--- src/verilog/ppmrc_params.svh ---
`ifndef PPMRC_PARAMS_SVH
`define PPMRC_PARAMS_SVH
`define PPMRC_IDX_MODE 8'h12
`define PPMRC_IDX_PHASE 8'h14
`define PPMRC_IDX_BACKOFF 8'h15
`define PPMRC_IDX_PWRCMD 8'h19
`define PPMRC_IDX_RSTCMD 8'h1a
`define PPMRC_IDX_BYPASS 8'h23
`define PPMRC_IDX_STATUS 8'h30
`define PPMRC_IDX_EVENT 8'h31
`define PPMRC_MODE_AUTO 2'b11
`define PPMRC_MODE_SEMI 2'b10
`define PPMRC_MODE_MAN 2'b01
`define PPMRC_MODE_SHUT 2'b00
`define PPMRC_MODE_RST 2'b11
`define PPMRC_BIT_DETEN 0
`define PPMRC_BIT_CLSEN 4
`define PPMRC_BIT_BACKOFF 0
`define PPMRC_BIT_PWRON 0
`define PPMRC_BIT_PWROFF 4
`define PPMRC_BIT_PORTRST 0
`define PPMRC_BIT_CHIPRST 4
`define PPMRC_BIT_BYPASS 4
`define PPMRC_EV_DET 0
`define PPMRC_EV_CLS 1
`define PPMRC_EV_FAULT 2
`define PPMRC_CLK_MHZ 20
`define PPMRC_EN_LOW_US 40
`define PPMRC_CADENCE_MIN_MS 2000
`define PPMRC_EN_LOW_CYC (`PPMRC_EN_LOW_US * `PPMRC_CLK_MHZ)
`define PPMRC_CADENCE_CYC (`PPMRC_CADENCE_MIN_MS * 1000 * `PPMRC_CLK_MHZ)
`endif

--- src/verilog/ppmrc_pkg.sv ---
package ppmrc_pkg;
  typedef struct packed {
    logic cadence;
    logic highCap;
    logic acDisconnect;
  } ppmrc_straps_t;
  typedef struct packed {
    logic detDone;
    logic detValid;
    logic clsDone;
    logic clsValid;
    logic fault;
  } ppmrc_afe_t;
  typedef enum logic [4:0] {
    PS_IDLE = 5'b00001,
    PS_DETECT = 5'b00010,
    PS_CLASSIFY = 5'b00100,
    PS_POWERED = 5'b01000,
    PS_BACKOFF = 5'b10000
  } ppmrc_state_t;
endpackage

--- src/verilog/ppmrc_top.sv ---
// Operation
// Hold device in reset until supply lockout indication clears.
// Enable pin low longer than 40 us resets the device.
// Hardware reset ends when enable pin returns high.
// Chip soft-reset bit resets everything, self-clears, registers return to defaults.
// Over-temperature holds device in reset; clearing gives full reset release.
// Straps sampled at reset end; later changes ignored.
// Host changes AC-disconnect strap only while device is in reset.
// Port reset bit turns off power, clears port events and status only.
// With cadence enabled wait 2 s to 2.4 s after failed detection.
// Cadence enabled by latched strap or software backoff bit.
// Switching among auto, semi and manual keeps port output state.
// Shutdown stops port at once; idle until another mode selected.
// Auto mode after reset; mode field 11 selects auto.
// Auto mode detects, classifies, powers valid load, else repeats detection.
// Entering auto sets detect and classify enables; cleared bit skips phase.
// Auto with detection disabled powers only if bypass bit set.
// Mode 10 is semi: repeats requested phases, never powers itself.
// Power-on command aborts detection or classification and powers port.
// Semi mode clears enables by default; host sets them to run.
// Semi enables cleared only by reset or power-off command.
// Mode 01 is manual; both enables run detection then classification.
// Mode 00 is shutdown: power off, clear events, ignore commands.
// Manual enables are one-shot; cleared when their cycle ends.
//
// Our own choices: the APB interface to the registers and the register offsets.
`timescale 1ns/1ps
`default_nettype none
`include "ppmrc_params.svh"
module ppmrc_top
  import ppmrc_pkg::*;
#(
  parameter int EN_LOW_CYCLES = `PPMRC_EN_LOW_CYC,
  parameter int BACKOFF_CYCLES = `PPMRC_CADENCE_CYC
) (
  input wire logic clk,
  input wire logic rst,
  input wire logic psel,
  input wire logic penable,
  input wire logic pwrite,
  input wire logic [11:0] paddr,
  input wire logic [31:0] pwdata,
  output logic [31:0] prdata,
  output logic pready,
  output logic pslverr,
  input wire logic supplyLockout,
  input wire logic enablePin,
  input wire logic overTemp,
  input wire ppmrc_straps_t straps,
  input wire ppmrc_afe_t afe,
  output logic deviceReset,
  output ppmrc_straps_t strapsHeld,
  output logic cadenceOn,
  output logic detectRun,
  output logic classifyRun,
  output logic portPower
);
  logic coreReset;
  logic softResetReq;
  logic [31:0] enLowCount;
  logic [31:0] backoffCount;
  logic [1:0] mode;
  logic detEn;
  logic clsEn;
  logic backoffBit;
  logic bypassBit;
  logic detPassed;
  logic [2:0] events;
  ppmrc_state_t state;
  ppmrc_state_t next_state;

  wire [7:0] regIdx = paddr[9:2];
  wire access = psel && penable;
  wire wrEn = access && pready && pwrite;
  wire rdTake = access && !pready && !pwrite;
  wire selMode = regIdx == `PPMRC_IDX_MODE;
  wire selPhase = regIdx == `PPMRC_IDX_PHASE;
  wire selBackoff = regIdx == `PPMRC_IDX_BACKOFF;
  wire selPwr = regIdx == `PPMRC_IDX_PWRCMD;
  wire selRst = regIdx == `PPMRC_IDX_RSTCMD;
  wire selBypass = regIdx == `PPMRC_IDX_BYPASS;
  wire selStatus = regIdx == `PPMRC_IDX_STATUS;
  wire selEvent = regIdx == `PPMRC_IDX_EVENT;
  wire mapped = selMode | selPhase | selBackoff | selPwr | selRst | selBypass | selStatus | selEvent;
  wire wMode = wrEn && selMode;
  wire wPhase = wrEn && selPhase;
  wire wPwr = wrEn && selPwr;
  wire wRst = wrEn && selRst;
  wire shutMode = mode == `PPMRC_MODE_SHUT;
  wire autoMode = mode == `PPMRC_MODE_AUTO;
  wire semiMode = mode == `PPMRC_MODE_SEMI;
  wire manMode = mode == `PPMRC_MODE_MAN;
  wire [1:0] newMode = pwdata[1:0];
  wire modeChange = wMode && (newMode != mode);
  // Power-on commands are refused outright while shut down.
  wire pwrOnCmd = wPwr && pwdata[`PPMRC_BIT_PWRON] && !shutMode;
  wire pwrOffCmd = wPwr && pwdata[`PPMRC_BIT_PWROFF];
  wire portReset = wRst && pwdata[`PPMRC_BIT_PORTRST];
  wire chipReset = wRst && pwdata[`PPMRC_BIT_CHIPRST];
  wire enLowLong = enLowCount >= EN_LOW_CYCLES;
  wire anyReset = supplyLockout || enLowLong || overTemp || softResetReq;
  wire cadenceEn = strapsHeld.cadence || backoffBit;
  wire backoffDone = backoffCount >= BACKOFF_CYCLES;
  wire detEnd = (state == PS_DETECT) && afe.detDone;
  wire clsEnd = (state == PS_CLASSIFY) && afe.clsDone;
  // Shutdown entry and port reset both drop the port and its events at once.
  wire portKill = portReset || (wMode && newMode == `PPMRC_MODE_SHUT) || shutMode;
  wire detPass = detEnd && afe.detValid;
  wire mayPower = autoMode && (detPassed || detPass || bypassBit) && !portKill;

  // The enable pin must stay low the whole window; a short glitch restarts the count.
  always_ff @(posedge clk or posedge rst) begin
    if (rst) begin
      enLowCount <= 32'h00000000;
    end else if (enablePin) begin
      enLowCount <= 32'h00000000;
    end else if (!enLowLong) begin
      enLowCount <= enLowCount + 32'h00000001;
    end
  end

  always_ff @(posedge clk or posedge rst) begin
    if (rst) begin
      coreReset <= 1'b1;
      softResetReq <= 1'b0;
    end else begin
      coreReset <= anyReset;
      softResetReq <= chipReset && !coreReset;
    end
  end

  // Straps follow the pins throughout reset, so the value held is the one at release.
  always_ff @(posedge clk or posedge rst) begin
    if (rst) begin
      strapsHeld <= '0;
    end else if (coreReset) begin
      strapsHeld <= straps;
    end
  end

  always_ff @(posedge clk or posedge rst) begin
    if (rst) begin
      mode <= `PPMRC_MODE_RST;
      backoffBit <= 1'b0;
      bypassBit <= 1'b0;
    end else if (coreReset) begin
      mode <= `PPMRC_MODE_RST;
      backoffBit <= 1'b0;
      bypassBit <= 1'b0;
    end else begin
      if (wMode) begin
        mode <= newMode;
      end
      if (wrEn && selBackoff) begin
        backoffBit <= pwdata[`PPMRC_BIT_BACKOFF];
      end
      if (wrEn && selBypass) begin
        bypassBit <= pwdata[`PPMRC_BIT_BYPASS];
      end
    end
  end

  // Phase enables: configuration bits in auto and semi, one-shot pushbuttons in manual.
  always_ff @(posedge clk or posedge rst) begin
    if (rst) begin
      detEn <= 1'b1;
      clsEn <= 1'b1;
    end else if (coreReset) begin
      detEn <= 1'b1;
      clsEn <= 1'b1;
    end else if (modeChange) begin
      detEn <= newMode == `PPMRC_MODE_AUTO;
      clsEn <= newMode == `PPMRC_MODE_AUTO;
    end else if (pwrOffCmd && semiMode) begin
      detEn <= 1'b0;
      clsEn <= 1'b0;
    end else if (wPhase) begin
      detEn <= pwdata[`PPMRC_BIT_DETEN];
      clsEn <= pwdata[`PPMRC_BIT_CLSEN];
    end else begin
      if (manMode && (detEnd || pwrOnCmd)) begin
        detEn <= 1'b0;
      end
      if (manMode && (clsEnd || pwrOnCmd)) begin
        clsEn <= 1'b0;
      end
    end
  end

  always_comb begin
    next_state = state;
    unique case (state)
      PS_IDLE: begin
        if (detEn) begin
          next_state = PS_DETECT;
        end else if (clsEn) begin
          next_state = PS_CLASSIFY;
        end else if (mayPower) begin
          next_state = PS_POWERED;
        end
      end
      PS_DETECT: begin
        if (detPass && clsEn) begin
          next_state = PS_CLASSIFY;
        end else if (detPass && mayPower) begin
          next_state = PS_POWERED;
        end else if (detEnd && !afe.detValid && cadenceEn) begin
          next_state = PS_BACKOFF;
        end else if (detEnd) begin
          next_state = PS_IDLE;
        end
      end
      PS_CLASSIFY: begin
        if (clsEnd && afe.clsValid && mayPower) begin
          next_state = PS_POWERED;
        end else if (clsEnd) begin
          next_state = PS_IDLE;
        end
      end
      PS_POWERED: begin
        if (afe.fault) begin
          next_state = PS_IDLE;
        end
      end
      PS_BACKOFF: begin
        if (backoffDone) begin
          next_state = PS_IDLE;
        end
      end
    endcase
    if (pwrOnCmd) begin
      next_state = PS_POWERED;
    end
    if (pwrOffCmd || portKill) begin
      next_state = PS_IDLE;
    end
  end

  always_ff @(posedge clk or posedge rst) begin
    if (rst) begin
      state <= PS_IDLE;
      detPassed <= 1'b0;
    end else if (coreReset) begin
      state <= PS_IDLE;
      detPassed <= 1'b0;
    end else begin
      state <= next_state;
      if (next_state == PS_IDLE || next_state == PS_POWERED) begin
        detPassed <= 1'b0;
      end else if (detPass) begin
        detPassed <= 1'b1;
      end
    end
  end

  // The backoff count restarts on entry so every failed detection gets the full wait.
  always_ff @(posedge clk or posedge rst) begin
    if (rst) begin
      backoffCount <= 32'h00000000;
    end else if (state != PS_BACKOFF) begin
      backoffCount <= 32'h00000000;
    end else if (!backoffDone) begin
      backoffCount <= backoffCount + 32'h00000001;
    end
  end

  // Events are sticky; a new event wins over a same-cycle write-one-to-clear.
  wire [2:0] evSet = {state == PS_POWERED && afe.fault, clsEnd, detEnd};
  wire [2:0] evClr = (wrEn && selEvent) ? pwdata[2:0] : 3'b000;
  always_ff @(posedge clk or posedge rst) begin
    if (rst) begin
      events <= 3'b000;
    end else if (coreReset || portKill) begin
      events <= 3'b000;
    end else begin
      events <= (events & ~evClr) | evSet;
    end
  end

  always_ff @(posedge clk or posedge rst) begin
    if (rst) begin
      deviceReset <= 1'b1;
      cadenceOn <= 1'b0;
      detectRun <= 1'b0;
      classifyRun <= 1'b0;
      portPower <= 1'b0;
    end else begin
      deviceReset <= coreReset;
      cadenceOn <= cadenceEn && !coreReset;
      detectRun <= !coreReset && next_state == PS_DETECT;
      classifyRun <= !coreReset && next_state == PS_CLASSIFY;
      portPower <= !coreReset && next_state == PS_POWERED;
    end
  end

  wire [31:0] statusWord = {22'h0, cadenceEn, strapsHeld, portPower, state};
  wire [31:0] rdMux = selMode ? {30'h0, mode} :
                      selPhase ? {27'h0, clsEn, 3'h0, detEn} :
                      selBackoff ? {31'h0, backoffBit} :
                      selBypass ? {27'h0, bypassBit, 4'h0} :
                      selStatus ? statusWord :
                      selEvent ? {29'h0, events} : 32'h00000000;

  // One wait state: pready rises in the second access cycle, read data lands with it.
  always_ff @(posedge clk or posedge rst) begin
    if (rst) begin
      pready <= 1'b0;
      pslverr <= 1'b0;
      prdata <= 32'h00000000;
    end else begin
      pready <= access && !pready;
      pslverr <= access && !pready && !mapped;
      if (rdTake) begin
        prdata <= rdMux;
      end
    end
  end
endmodule
`default_nettype wire

--- config.mk ---
export PLATFORM = sky130hd
export DESIGN_NAME = ppmrc_top
export DESIGN_NICKNAME = d
export VERILOG_FILES = /design/src/verilog/ppmrc_pkg.sv /design/src/verilog/ppmrc_top.sv
export VERILOG_INCLUDE_DIRS = /design/src /design/src/verilog
export SDC_FILE = /design/constraint.sdc
export NUM_CORES = 1
export LEC_CHECK = 0
export BUFFER_PORTS_ARGS = -buffer_cell sky130_fd_sc_hd__buf_4
export CORE_ASPECT_RATIO = 0.75
export CORE_MARGIN = 5
export CORE_UTILIZATION = 35
export CTS_CLUSTER_SIZE = 10
export DETAILED_ROUTE_END_ITERATION = 8
export SLEW_MARGIN = 40
export SYNTH_ARGS = -nofsm -noshare
export SYNTH_HDL_FRONTEND = slang
export SYNTH_SLANG_ARGS = --single-unit
--- constraint.sdc ---
create_clock -name clk -period 3.3 [get_ports clk]
set_input_delay 0.66 -clock clk [delete_from_list [all_inputs] [get_ports clk]]
set_output_delay 0.66 -clock clk [all_outputs]
set_load 0.005 [all_outputs]
=== Word level (Yosys, flattened, before mapping) ===
Index checks and enable logic that the tools add are counted.

* Bits in registers: 123
* Input bits: 60
* Output and inout port bits: 42

* Add/sub/neg operators: 2
* Bitwise operators: 10
* Multiplexer cells: 46
* Order comparisons: 2
* Reductions and logical operators: 68
* Equal/unequal tests: 25

{| class="wikitable"
|+ Operators by type and width
! cell !! count
|-
| two-way mux 32 bit || 4
|-
| two-way mux 5 bit || 14
|-
| adder 32 x 1 -> 32 bit, second input constant || 2
|-
| two-way mux 10 bit || 5
|-
| == test 8 x 5 -> 1 bit, second input constant || 5
|-
| logical AND 1 bit || 40
|-
| greater-or-equal comparator 32 x 10 -> 1 bit, second input constant || 1
|-
| greater-or-equal comparator 32 x 26 -> 1 bit, second input constant || 1
|-
| one-hot mux 5 bit (5 select lines) || 1
|-
| == test 8 x 6 -> 1 bit, second input constant || 3
|-
| two-way mux 1 bit || 17
|-
| logical OR 1 bit || 13
|-
| == test 5 x 1 -> 1 bit, second input constant || 2
|-
| == test 5 x 2 -> 1 bit, second input constant || 2
|-
| == test 5 x 3 -> 1 bit, second input constant || 2
|-
| == test 5 x 4 -> 1 bit, second input constant || 2
|-
| nonzero test 5 bit || 2
|-
| two-way mux 3 bit || 3
|-
| zero test 1 bit || 7
|-
| OR 1 bit || 7
|-
| == test 2 bit, second input constant || 3
|-
| nonzero test 2 bit || 3
|-
| == test 5 bit, second input constant || 1
|-
| != test 5 bit, second input constant || 1
|-
| other kinds (10) || 12
|}

=== Depth between registers and ports, before layout ===
Gate-level depths: netlist (run 1).

* Depth in word-level cells: 19
* Depth in mapped cells: 9
* Depth with buffers taken out: 8

=== Worst setup path before layout (run 1) ===
OpenSTA, ideal clock, no wires.

* Kind: input to register
* Start: input paddr[7]
* End: register detEn
* Required time: 3.215 ns
* Setup time: 0.085 ns
* Cell stages on the path: 8
* Path slack: 0.464 ns
* Arrival: 2.751 ns
* Cell sequence: or4b_4 > or3_1 > or2_4 > or3_4 > a21oi_2 > nor4_1 > o21ai_1 > mux2_1

* Word-level cells in the longest chain between the ends: 7
* Elaborated cells on any way between the ends: 18
* Classes of those cells: 3 x eq/ne; 4 x mux; 11 x reduce/logical

{| class="wikitable"
|+ Ends and longest elaborated chain
! element !! line !! text
|-
| start, declared || ppmrc_top.sv:41 || <nowiki>input wire logic [11:0] paddr,</nowiki>
|-
| == test 8 x 5 -> 1 bit (no source line) || -- ||
|-
| logical AND 1 bit || ppmrc_top.sv:87 || <nowiki>wire wPwr = wrEn && selPwr;</nowiki>
|-
| logical AND 1 bit (on tied branches) || ppmrc_top.sv:97, ppmrc_top.sv:96 ||
|-
| logical AND 1 bit (on tied branches) || ppmrc_top.sv:174, ppmrc_top.sv:96 ||
|-
| two-way mux 1 bit / logical OR 1 bit (equally long branches) || ppmrc_top.sv:174, ppmrc_top.sv:181 ||
|-
| two-way mux 1 bit / logical AND 1 bit (equally long branches) || ppmrc_top.sv:171, ppmrc_top.sv:181 ||
|-
| two-way mux 1 bit / nonzero test 5 bit (equally long branches) || -- ||
|-
| end signal, assigned || ppmrc_top.sv:172 || <nowiki>detEn <= newMode == `PPMRC_MODE_AUTO;</nowiki>
|-
| end signal, assigned || ppmrc_top.sv:178 || <nowiki>detEn <= pwdata[`PPMRC_BIT_DETEN];</nowiki>
|-
| end, declared || ppmrc_top.sv:63 || <nowiki>logic detEn;</nowiki>
|}

Several ways; a longest one is shown, not always the timed one.
A chain may end at the register's enable or synchronous reset.

=== Worst setup path after layout (run 1) ===
Same ends and word-level chain as after synthesis.

==> flow_summary.yaml, run 1 <==
route:
  wl_per_cell_um: 14.56
  routed_wl_um: 11390
  drt_pass1_iterations: 5
  detailroute.via_count: 3872
  drt.antenna.violating_nets: 0
  drt_iter0_markers: 300
  viasPerCell: 4.951
  drc: 0
critical_path:
  crit_path_top_delay_cell: "or4b_4"
  cpLargestDelayFamily: "simple AND/OR/NAND/NOR gates"
  endpoint_kind: "flop"
  reg2reg_from: "backoffCount[18]"
  r2r-end: "detPassed"
  cp_max_fo: 4
  critPathBufInv: 1
  crit_path_start: "paddr[7]"
  crit_chain: "buf_4, or4b_4, or3_1, or2_4, or3_4, a21oi_2, nor4_1, o21ai_1, mux2_1"
  rrSetupSlack_ns: 0.64
  endpoint: "detEn"
  cpPeakStageDelay_ns: 0.56
  cp.arrival_ns: 3.01
  worstSetupPathType: "input pin to flop"
  reg2regPathDepth: 8
  required_ns: 3.56
  crit_path_start_kind: "input pin"
  cp.depth: 9
power:
  power_mw: 2.610
  irDropWorstVdd_mv: 0.2672
  power_density_nw_per_um2: 436.6
  p_leak_nw: 2.673
sta:
  finalHoldWorstSlack_ns: 0.3819
  slew_violations: 0
  fin_crit_sh: 0.8320
  timing.final.crit_period_ns: 2.746
  slew_headroom: 0.4857
  tns_ns: 0
  skew_ns: 0.009750
  max_freq_mhz: 364.2
  finalSetupViolCount: 0
  hold_viol: 0
  worst_pin_slew_ns: 0.7519
  rsz0062_at_grt: "no"
placed_design:
  place_congestion: 0.9102
  hpwl_um: 8383
  io_buffers: 47
grt:
  grt_max_degree: 63
  met1_usage: 0.1974
  grtUsageTotal: 0.1374
  grt_pass1_wl_um: 18940
  met2_usage: 0.2096
  grt_remaining_overflow: 0
  use_met3: 0.03364
  grt_antenna_before_repair: 0
  grt-busiest-layer: "met2"
  grt_pass1_vias: 3793
cts:
  cts_resized: 0
  clockBufferDepth: 2
  cts.sinks: 101
  cts.reportedPaths.clkPinSlew_ns: 0.07
  clk_latency_ns: 0.34
  numCtsBuffers: 9
  htreeDepth: 3
  tritoncts: "built"
  post-cts-setup-buffers: 0
  hold_buffers: 0
  cts_root_buf: "clkbuf_16"
yosys:
  ys.flop_type: "dfrtp_1"
  synthesis.area_um2: 5106
  synth_edf_count: 0
  ys.warnings.count: 0
  syn_inst: 528
  postSynthAreaPerCell_um2: 9.671
  synth.yosys.seq_area_share: 0.4967
  ys_ff_latch: 101
  ys_types: 69
  async_flop_share: 1.000
final_layout:
  syn_to_final_growth_pct: 17.05
  drive_gt1_frac: 0.1615
  layout_commonest_cell: "dfrtp_1"
  nets: 641
  insertedDiodeCount: 0
  layout_common_cells: "dfrtp_1, nor2_1, buf_4"
floorplan:
  rows: 38
  die_x_um: 149.5
  core_um2: 14410
  die_y_um: 114.6
  dieArea_um2: 17130
  start_util: 0.3544
  num_io_pins: 102
job:
  maxCapViolations: 0
outcome:
  status: "finished clean"
min_path:
  min_path_type: "input pin to asynchronous set/reset pin"
-- layout make-up --
class / instances / area [um^2]
repair buffers: 55 / 425.4
multi-input cells: 395 / 2365
flip-flops and latches: 101 / 2536
well taps: 200 / 250.2
clock buffers: 11 / 252.7
fillers: 1390 / 8429
inverters: 15 / 61.31
clock inverters: 5 / 86.33
-- kinds of logic after synthesis --
group	count (synthesis)	share of synthesized area
multiplexers	12	0.02475
adder cells (fa/ha/maj)	4	0.009802
other	1	0.0007344
flip-flops	101	0.4967
AND/OR/NAND/NOR	249	0.2519
XOR/XNOR	31	0.05317
buffers and inverters	53	0.05562
AO/OA/AOI/OAI	77	0.1073
-- sequential cells by signal (all words and copies together), names as in the netlist --
| signal | cells |
|---|---|
| backoffBit | 1 |
| backoffCount | 32 |
| bypassBit | 1 |
| cadenceOn | 1 |
| classifyRun | 1 |
| clsEn | 1 |
| coreReset | 1 |
| detEn | 1 |
| detPassed | 1 |
| detectRun | 1 |
| deviceReset | 1 |
| enLowCount | 32 |
| events | 3 |
| mode | 2 |
| portPower | 1 |
| prdata | 10 |
| pready | 1 |
| pslverr | 1 |
| softResetReq | 1 |
| state | 5 |
| strapsHeld | 3 |
-- how the worst min path moves through the flow --
stage               cells past startpoint             end  slack [ns]    startpoint
global placement                        2       coreReset        0.45  softResetReq
global route                            2  enLowCount[25]        0.43           rst
CTS                                     2       coreReset        0.46  softResetReq
finish                                  2  enLowCount[23]        0.38           rst
floorplan                               0     deviceReset        0.36     coreReset
detailed placement                      2       coreReset        0.45  softResetReq
-- per-stage QoR --
step                std cells  setup slack (ns)  cell area (um^2)  utilization
floorplan                 549          0.004453              5185            -
global placement          766            0.2204              5635       0.3912
detailed placement        766            0.2126              5635       0.3912
CTS                       782            0.5748              5974       0.4147
global route              782            0.4343              5977       0.4149
finish                    782            0.5543              5977       0.4149
-- layer usage --
layer / share of wire / up-vias
met5: 0 / -
met3: 0.044 / 7
met4: 0.0082 / 0
li1: - / 1901
met2: 0.45 / 94
met1: 0.50 / 1870
-- cell usage after synthesis, types with 9 or more instances --
library cell / count / share of area
nor3_1: 13 / 0.013
inv_1: 13 / 0.0096
nor2_1: 74 / 0.054
o21ai_1: 13 / 0.013
nand2_1: 43 / 0.032
clkbuf_1: 13 / 0.0096
dfrtp_1: 94 / 0.46
and2_1: 9 / 0.011
buf_4: 22 / 0.032
or3_1: 9 / 0.011
and3_1: 9 / 0.011
nor4_1: 14 / 0.017
xnor2_1: 10 / 0.017
xor2_1: 21 / 0.036
a21oi_1: 16 / 0.016
nand4_1: 15 / 0.018
nor2b_1: 24 / 0.029
nand3_1: 15 / 0.015
-- power by group --
part | total [mW] | internal [mW] | switching (mW)
combinational | 0.157 | 0.0629 | 0.0946
clock | 1.17 | 0.714 | 0.460
sequential | 1.28 | 1.26 | 0.0221
total | 2.61 | 2.03 | 0.577
Note: power is estimated with default switching activity, not from simulation.
==> run 2: changes to the inputs <==
Settings changed: ABC_AREA set to 1.
Clock period 3.3 ns to 2.28 ns, I/O delays scaled along.
==> run 2 against run 1 <==
  * Clock skew decreased by 0.0019 ns
  * Combinational power increased by 48%
  * Final cell count increased by 23%
  * Wire length increased by 8.0%
  * Utilization increased by 0.34 points
  * First-iteration DRC count increased by 9.7%
  * Die area increased by 3.6%
  * Largest power group unchanged
==> flow_summary.yaml, run 2 <==
placed_design:
  place_congestion: 0.8766
  dp_slack_ns: 0.07880
  hpwl_um: 9424
  io_buffers: 47
floorplan:
  num_io_pins: 102
  dieArea_um2: 17750
  core_um2: 15030
  rows: 39
  die_x_um: 152.2
  start_util: 0.3531
  die_y_um: 116.6
yosys:
  synthTopCellsByCount: "nand2_1, nor2_1, inv_1, dfrtp_1, o21ai_0"
  synth_edf_count: 0
  ys.warnings.count: 0
  async_flop_share: 1.000
  synthTopCellsByArea: "dfrtp_1, nand2_1, nor2_1"
  ys.flop_type: "dfrtp_1"
  synthMostInstantiatedCell: "nand2_1"
  yosysTopAreaCellShare: 0.4432
  postSynthAreaPerCell_um2: 7.782
  synthesis.area_um2: 5308
  ys_types: 43
  syn_inst: 682
  yosysTopAreaCell: "dfrtp_1"
  synth.yosys.seq_area_share: 0.4778
  ys_ff_latch: 101
route:
  viasPerCell: 4.594
  drc: 0
  wl_per_cell_um: 12.82
  drt.antenna.violating_nets: 0
  detailroute.via_count: 4410
  drt_pass1_iterations: 5
  routed_wl_um: 12300
  drt_iter0_markers: 329
critical_path:
  worstSetupPathType: "flop to flop"
  rrSetupSlack_ns: 0.13
  reg2regPathDepth: 13
  cp_max_fo: 5
  reg2reg_from: "state[3]"
  r2r-end: "classifyRun"
  required_ns: 2.53
  endpoint_kind: "flop"
  crit_path_start_kind: "flop"
  cp.arrival_ns: 2.41
final_layout:
  insertedDiodeCount: 0
  syn_to_final_growth_pct: 18.46
  reg_top3: "backoffCount (32), enLowCount (32), prdata (10)"
  utilization: 0.4183
  layout_commonest_cell: "nand2_1"
  nets: 814
  layout_common_cells: "nand2_1, nor2_1, inv_1"
  drive_gt1_frac: 0.1762
grt:
  grt_remaining_overflow: 0
  use_met3: 0.03222
  grt_max_degree: 50
  grtUsageTotal: 0.1436
  met1_usage: 0.2179
  grt-busiest-layer: "met1"
  grt_pass1_wl_um: 20630
  grt_pass1_vias: 4082
  met2_usage: 0.2074
  grt_antenna_before_repair: 0
sta:
  slew_violations: 0
  slew_headroom: 0.5928
  timing.final.crit_period_ns: 2.154
  hold_viol: 0
  finalSetupViolCount: 0
  fin_crit_sh: 0.9445
  worst_pin_slew_ns: 0.6052
  skew_ns: 0.007877
  max_freq_mhz: 464.4
  setup_ws_ns: 0.1265
outcome:
  status: "finished clean"
power:
  power_density_nw_per_um2: 566.8
  p_leak_nw: 3.048
  irDropWorstVdd_mv: 0.3258
cts:
  tritoncts: "built"
  htreeDepth: 3
  cts.sinks: 101
  numCtsBuffers: 9
  cts.reportedPaths.clkPinSlew_ns: 0.07
  clk_latency_ns: 0.34
  cts_root_buf: "clkbuf_16"
  clockBufferDepth: 2
min_path:
  min_path_type: "input pin to asynchronous set/reset pin"
job:
  maxCapViolations: 0
==> run 2: layer usage <==
layer	share of wire	up-vias
li1	-	2266
met1	0.53	2062
met2	0.42	73
met3	0.042	9
met4	0.0076	0
met5	0	-
==> run 2: how the worst max path moves through the flow <==
stage	to	from	slack, ns	depth (start not counted)
2_1_floorplan	detPassed	paddr[9]	0.45	14
3_3_place_gp	detPassed	paddr[9]	0.11	15
3_5_place_dp	detPassed	paddr[9]	0.08	15
4_1_cts	classifyRun	state[3]	0.15	13
5_1_grt	classifyRun	state[3]	-0.02	13
6_report	classifyRun	state[3]	0.13	13
==> run 2: where the power goes <==
group          internal [mW]  leakage, nW  total (mW)  switching (mW)
Sequential              1.82         1.37        1.84          0.0237
Clock                  0.790        0.139        1.49           0.702
Combinational         0.0874         1.54       0.232           0.145
Total                   2.69         3.05        3.56           0.871
==> run 2: critical path, stage by stage (launching register included) <==
cell	delay (ns)
dfrtp_1	0.38
nor2_2	0.14
nand2_1	0.10
nor2_4	0.15
nand3_2	0.16
nand3_2	0.12
nand2_2	0.08
nor2_4	0.14
nand2_1	0.07
nand2_1	0.06
nand4_1	0.15
a21oi_4	0.25
nand3_1	0.10
nor2_1	0.17
==> run 2: repair_timing <==
action                                 4_1_cts  5_1_grt
resized for setup                            0        3
hold buffers                                 0        0
setup buffers                                0        1
endpoints found under the hold margin        0        0
setup endpoints to repair                    0        5
==> run 2: cell families after synthesis <==
family,Yosys count,synth area share
xor+xnor,6,0.009901
flops,101,0.4778
compound gates,94,0.09901
other cells,1,0.0007065
fa+ha+maj,4,0.009430
buf+inv,145,0.1190
simple gates,331,0.2841
==> run 2: per-stage QoR <==
stage	instance area, um^2	total power [mW]	cells	hold slack (ns)	TNS, ns
after global placement	5969	2.106	943	0.4327	0
final	6287	3.564	960	0.1408	0
after detailed placement	5969	2.108	943	0.4279	0
after global routing	6287	3.717	960	0.1677	-0.01958
after floorplan	5390	2.014	703	0.3533	0
after CTS	6264	3.621	959	0.1408	0
==> run 2: layout make-up <==
type / count / area, um^2
clock buffer: 10 / 239.0
clock inverter: 6 / 55.05
tap: 205 / 256.5
inverter: 113 / 430.4
timing repair buffer: 68 / 535.5
sequential: 101 / 2537
fill: 1586 / 8742
multi-input combinational: 457 / 2233
==> run 3: changes to the inputs <==
Clock period 2.28 ns to 1.9 ns, I/O delays scaled along.
==> run 3 against run 2 <==
  * Clock skew rose by 0.0064 ns
  * Combinational power is 48% higher
  * Worst hold slack lost 0.089 ns
  * Via count is 7.4% higher
  * Non-clock buffer count increased by 83
  * Sequential share of layout area shrank 5.2 points
  * Critical path type unchanged
  * The run now ends with negative setup slack left
  * Global-route usage is 0.55 points higher
==> flow_summary.yaml, run 3 (synthesis results as in run 2) <==
route:
  drt_iter0_markers: 206
  drc: 0
  routed_wl_um: 13190
  detailroute.via_count: 4736
  drt_pass1_iterations: 5
  wl_per_cell_um: 12.65
  drt.antenna.violating_nets: 0
  viasPerCell: 4.541
cts:
  tritoncts: "built"
  clk_latency_ns: 0.34
  cts.reportedPaths.clkPinSlew_ns: 0.08
  cts.sinks: 101
  clockBufferDepth: 2
  numCtsBuffers: 9
  cts_root_buf: "clkbuf_16"
  htreeDepth: 3
final_layout:
  layout_commonest_cell: "buf_4"
  syn_to_final_growth_pct: 35.93
  drive_gt1_frac: 0.3138
  nets: 897
  layout_common_cells: "buf_4, nand2_1, inv_1"
  insertedDiodeCount: 0
  reg_top3: "backoffCount (32), enLowCount (32), prdata (10)"
  utilization: 0.4800
grt:
  grt-busiest-layer: "met1"
  use_met3: 0.03000
  grt_antenna_before_repair: 0
  met2_usage: 0.2089
  grt_pass1_vias: 4214
  grt_max_degree: 45
  grt_pass1_wl_um: 21450
  met1_usage: 0.2377
  grt_remaining_overflow: 0
  grtUsageTotal: 0.1491
floorplan:
  die_y_um: 116.6
  start_util: 0.3531
  dieArea_um2: 17750
  num_io_pins: 102
  core_um2: 15030
  rows: 39
  die_x_um: 152.2
power:
  power_mw: 4.426
  power_density_nw_per_um2: 613.5
  irDropWorstVdd_mv: 0.5729
  p_leak_nw: 3.490
sta:
  fin_crit_sh: 1.071
  hold_viol: 0
  skew_ns: 0.01425
  rsz0062_at_grt: "yes"
  slew_violations: 0
  finalSetupViolCount: 8
  timing.final.crit_period_ns: 2.035
  setup_ws_ns: -0.1349
  max_freq_mhz: 491.4
  finalHoldWorstSlack_ns: 0.05189
critical_path:
  cp_max_fo: 5
  crit_path_start_kind: "flop"
  crit_path_top_delay_cell: "dfrtp_1"
  cp.arrival_ns: 2.26
  cpPeakStageDelay_ns: 0.40
  endpoint_kind: "flop"
  required_ns: 2.13
  reg2reg_from: "state[3]"
  critPathBufInv: 0
  crit_chain: "nor2_2, nand2_2, nor2_4, nand3_4, nand3_4, nand2_4, nor2_4, nand2_1, nand2_1, nand4_1, a21oi_4, nand2_2, nand2_1, nor2_2"
  crit_path_start: "state[3]"
  worstSetupPathType: "flop to flop"
  crit_top_cell: "nand2_1"
  cpLargestDelayFamily: "simple AND/OR/NAND/NOR gates"
placed_design:
  place_congestion: 0.8870
  dp_slack_ns: -0.1946
  hpwl_um: 9945
  io_buffers: 47
outcome:
  status: "complete, but fails checks"
  violations: "negative setup slack"
min_path:
  min_path_type: "input pin to asynchronous set/reset pin"
job:
  maxCapViolations: 0
-- run 3: power by group --
part	switching [mW]	internal (mW)	leakage [nW]	total, mW
logic	0.198	0.145	1.97	0.343
registers	0.0243	2.18	1.37	2.20
clock network	0.840	1.04	0.145	1.88
-- run 3: repair_timing --
| item | in CTS | in global routing |
|---|---|---|
| resized for setup | 23 | 53 |
| setup endpoints to repair | 10 | 26 |
| hold buffers | 0 | 0 |
| setup buffers | 3 | 8 |
| pin swaps | 16 | 17 |
-- run 3: path summary, 6_finish.rpt --
| kind | slack [ns] | endpoint | cells past startpoint |
|---|---|---|---|
| setup reg to reg | -0.13 | detPassed | 14 |
| max in group asynchronous | 1.27 | coreReset | 3 |
| hold / removal | 0.05 | prdata[8] | 2 |
| hold reg to reg | 0.46 | coreReset | 2 |
| min in group clk | 0.24 | coreReset | 3 |
| setup / recovery | -0.13 | detPassed | 14 |
-- run 3: through the flow --
stage / TNS (ns) / std cells / instance area, um^2
after floorplan: 0 / 703 / 5390
after global placement: -0.9356 / 1017 / 6525
after detailed placement: -1.262 / 1017 / 6525
after CTS: -0.4153 / 1035 / 6950
after global routing: -2.157 / 1043 / 7214
final: -0.6382 / 1043 / 7214
-- run 3: final cells by class --
class / count / area [um^2]
Clock buffer: 9 / 225.2
Clock inverter: 7 / 83.83
Fill cell: 1511 / 7815
Inverter: 113 / 430.4
Multi-Input combinational cell: 457 / 2504
Sequential cell: 101 / 2536
Tap cell: 205 / 256.5
Timing Repair Buffer: 151 / 1179
-- run 3: routing by layer --
| metal | share of wire | vias up |
|---|---|---|
| li1 | - | 2437 |
| met1 | 0.53 | 2212 |
| met2 | 0.42 | 83 |
| met3 | 0.043 | 4 |
| met4 | 0.0043 | 0 |
| met5 | 0 | - |
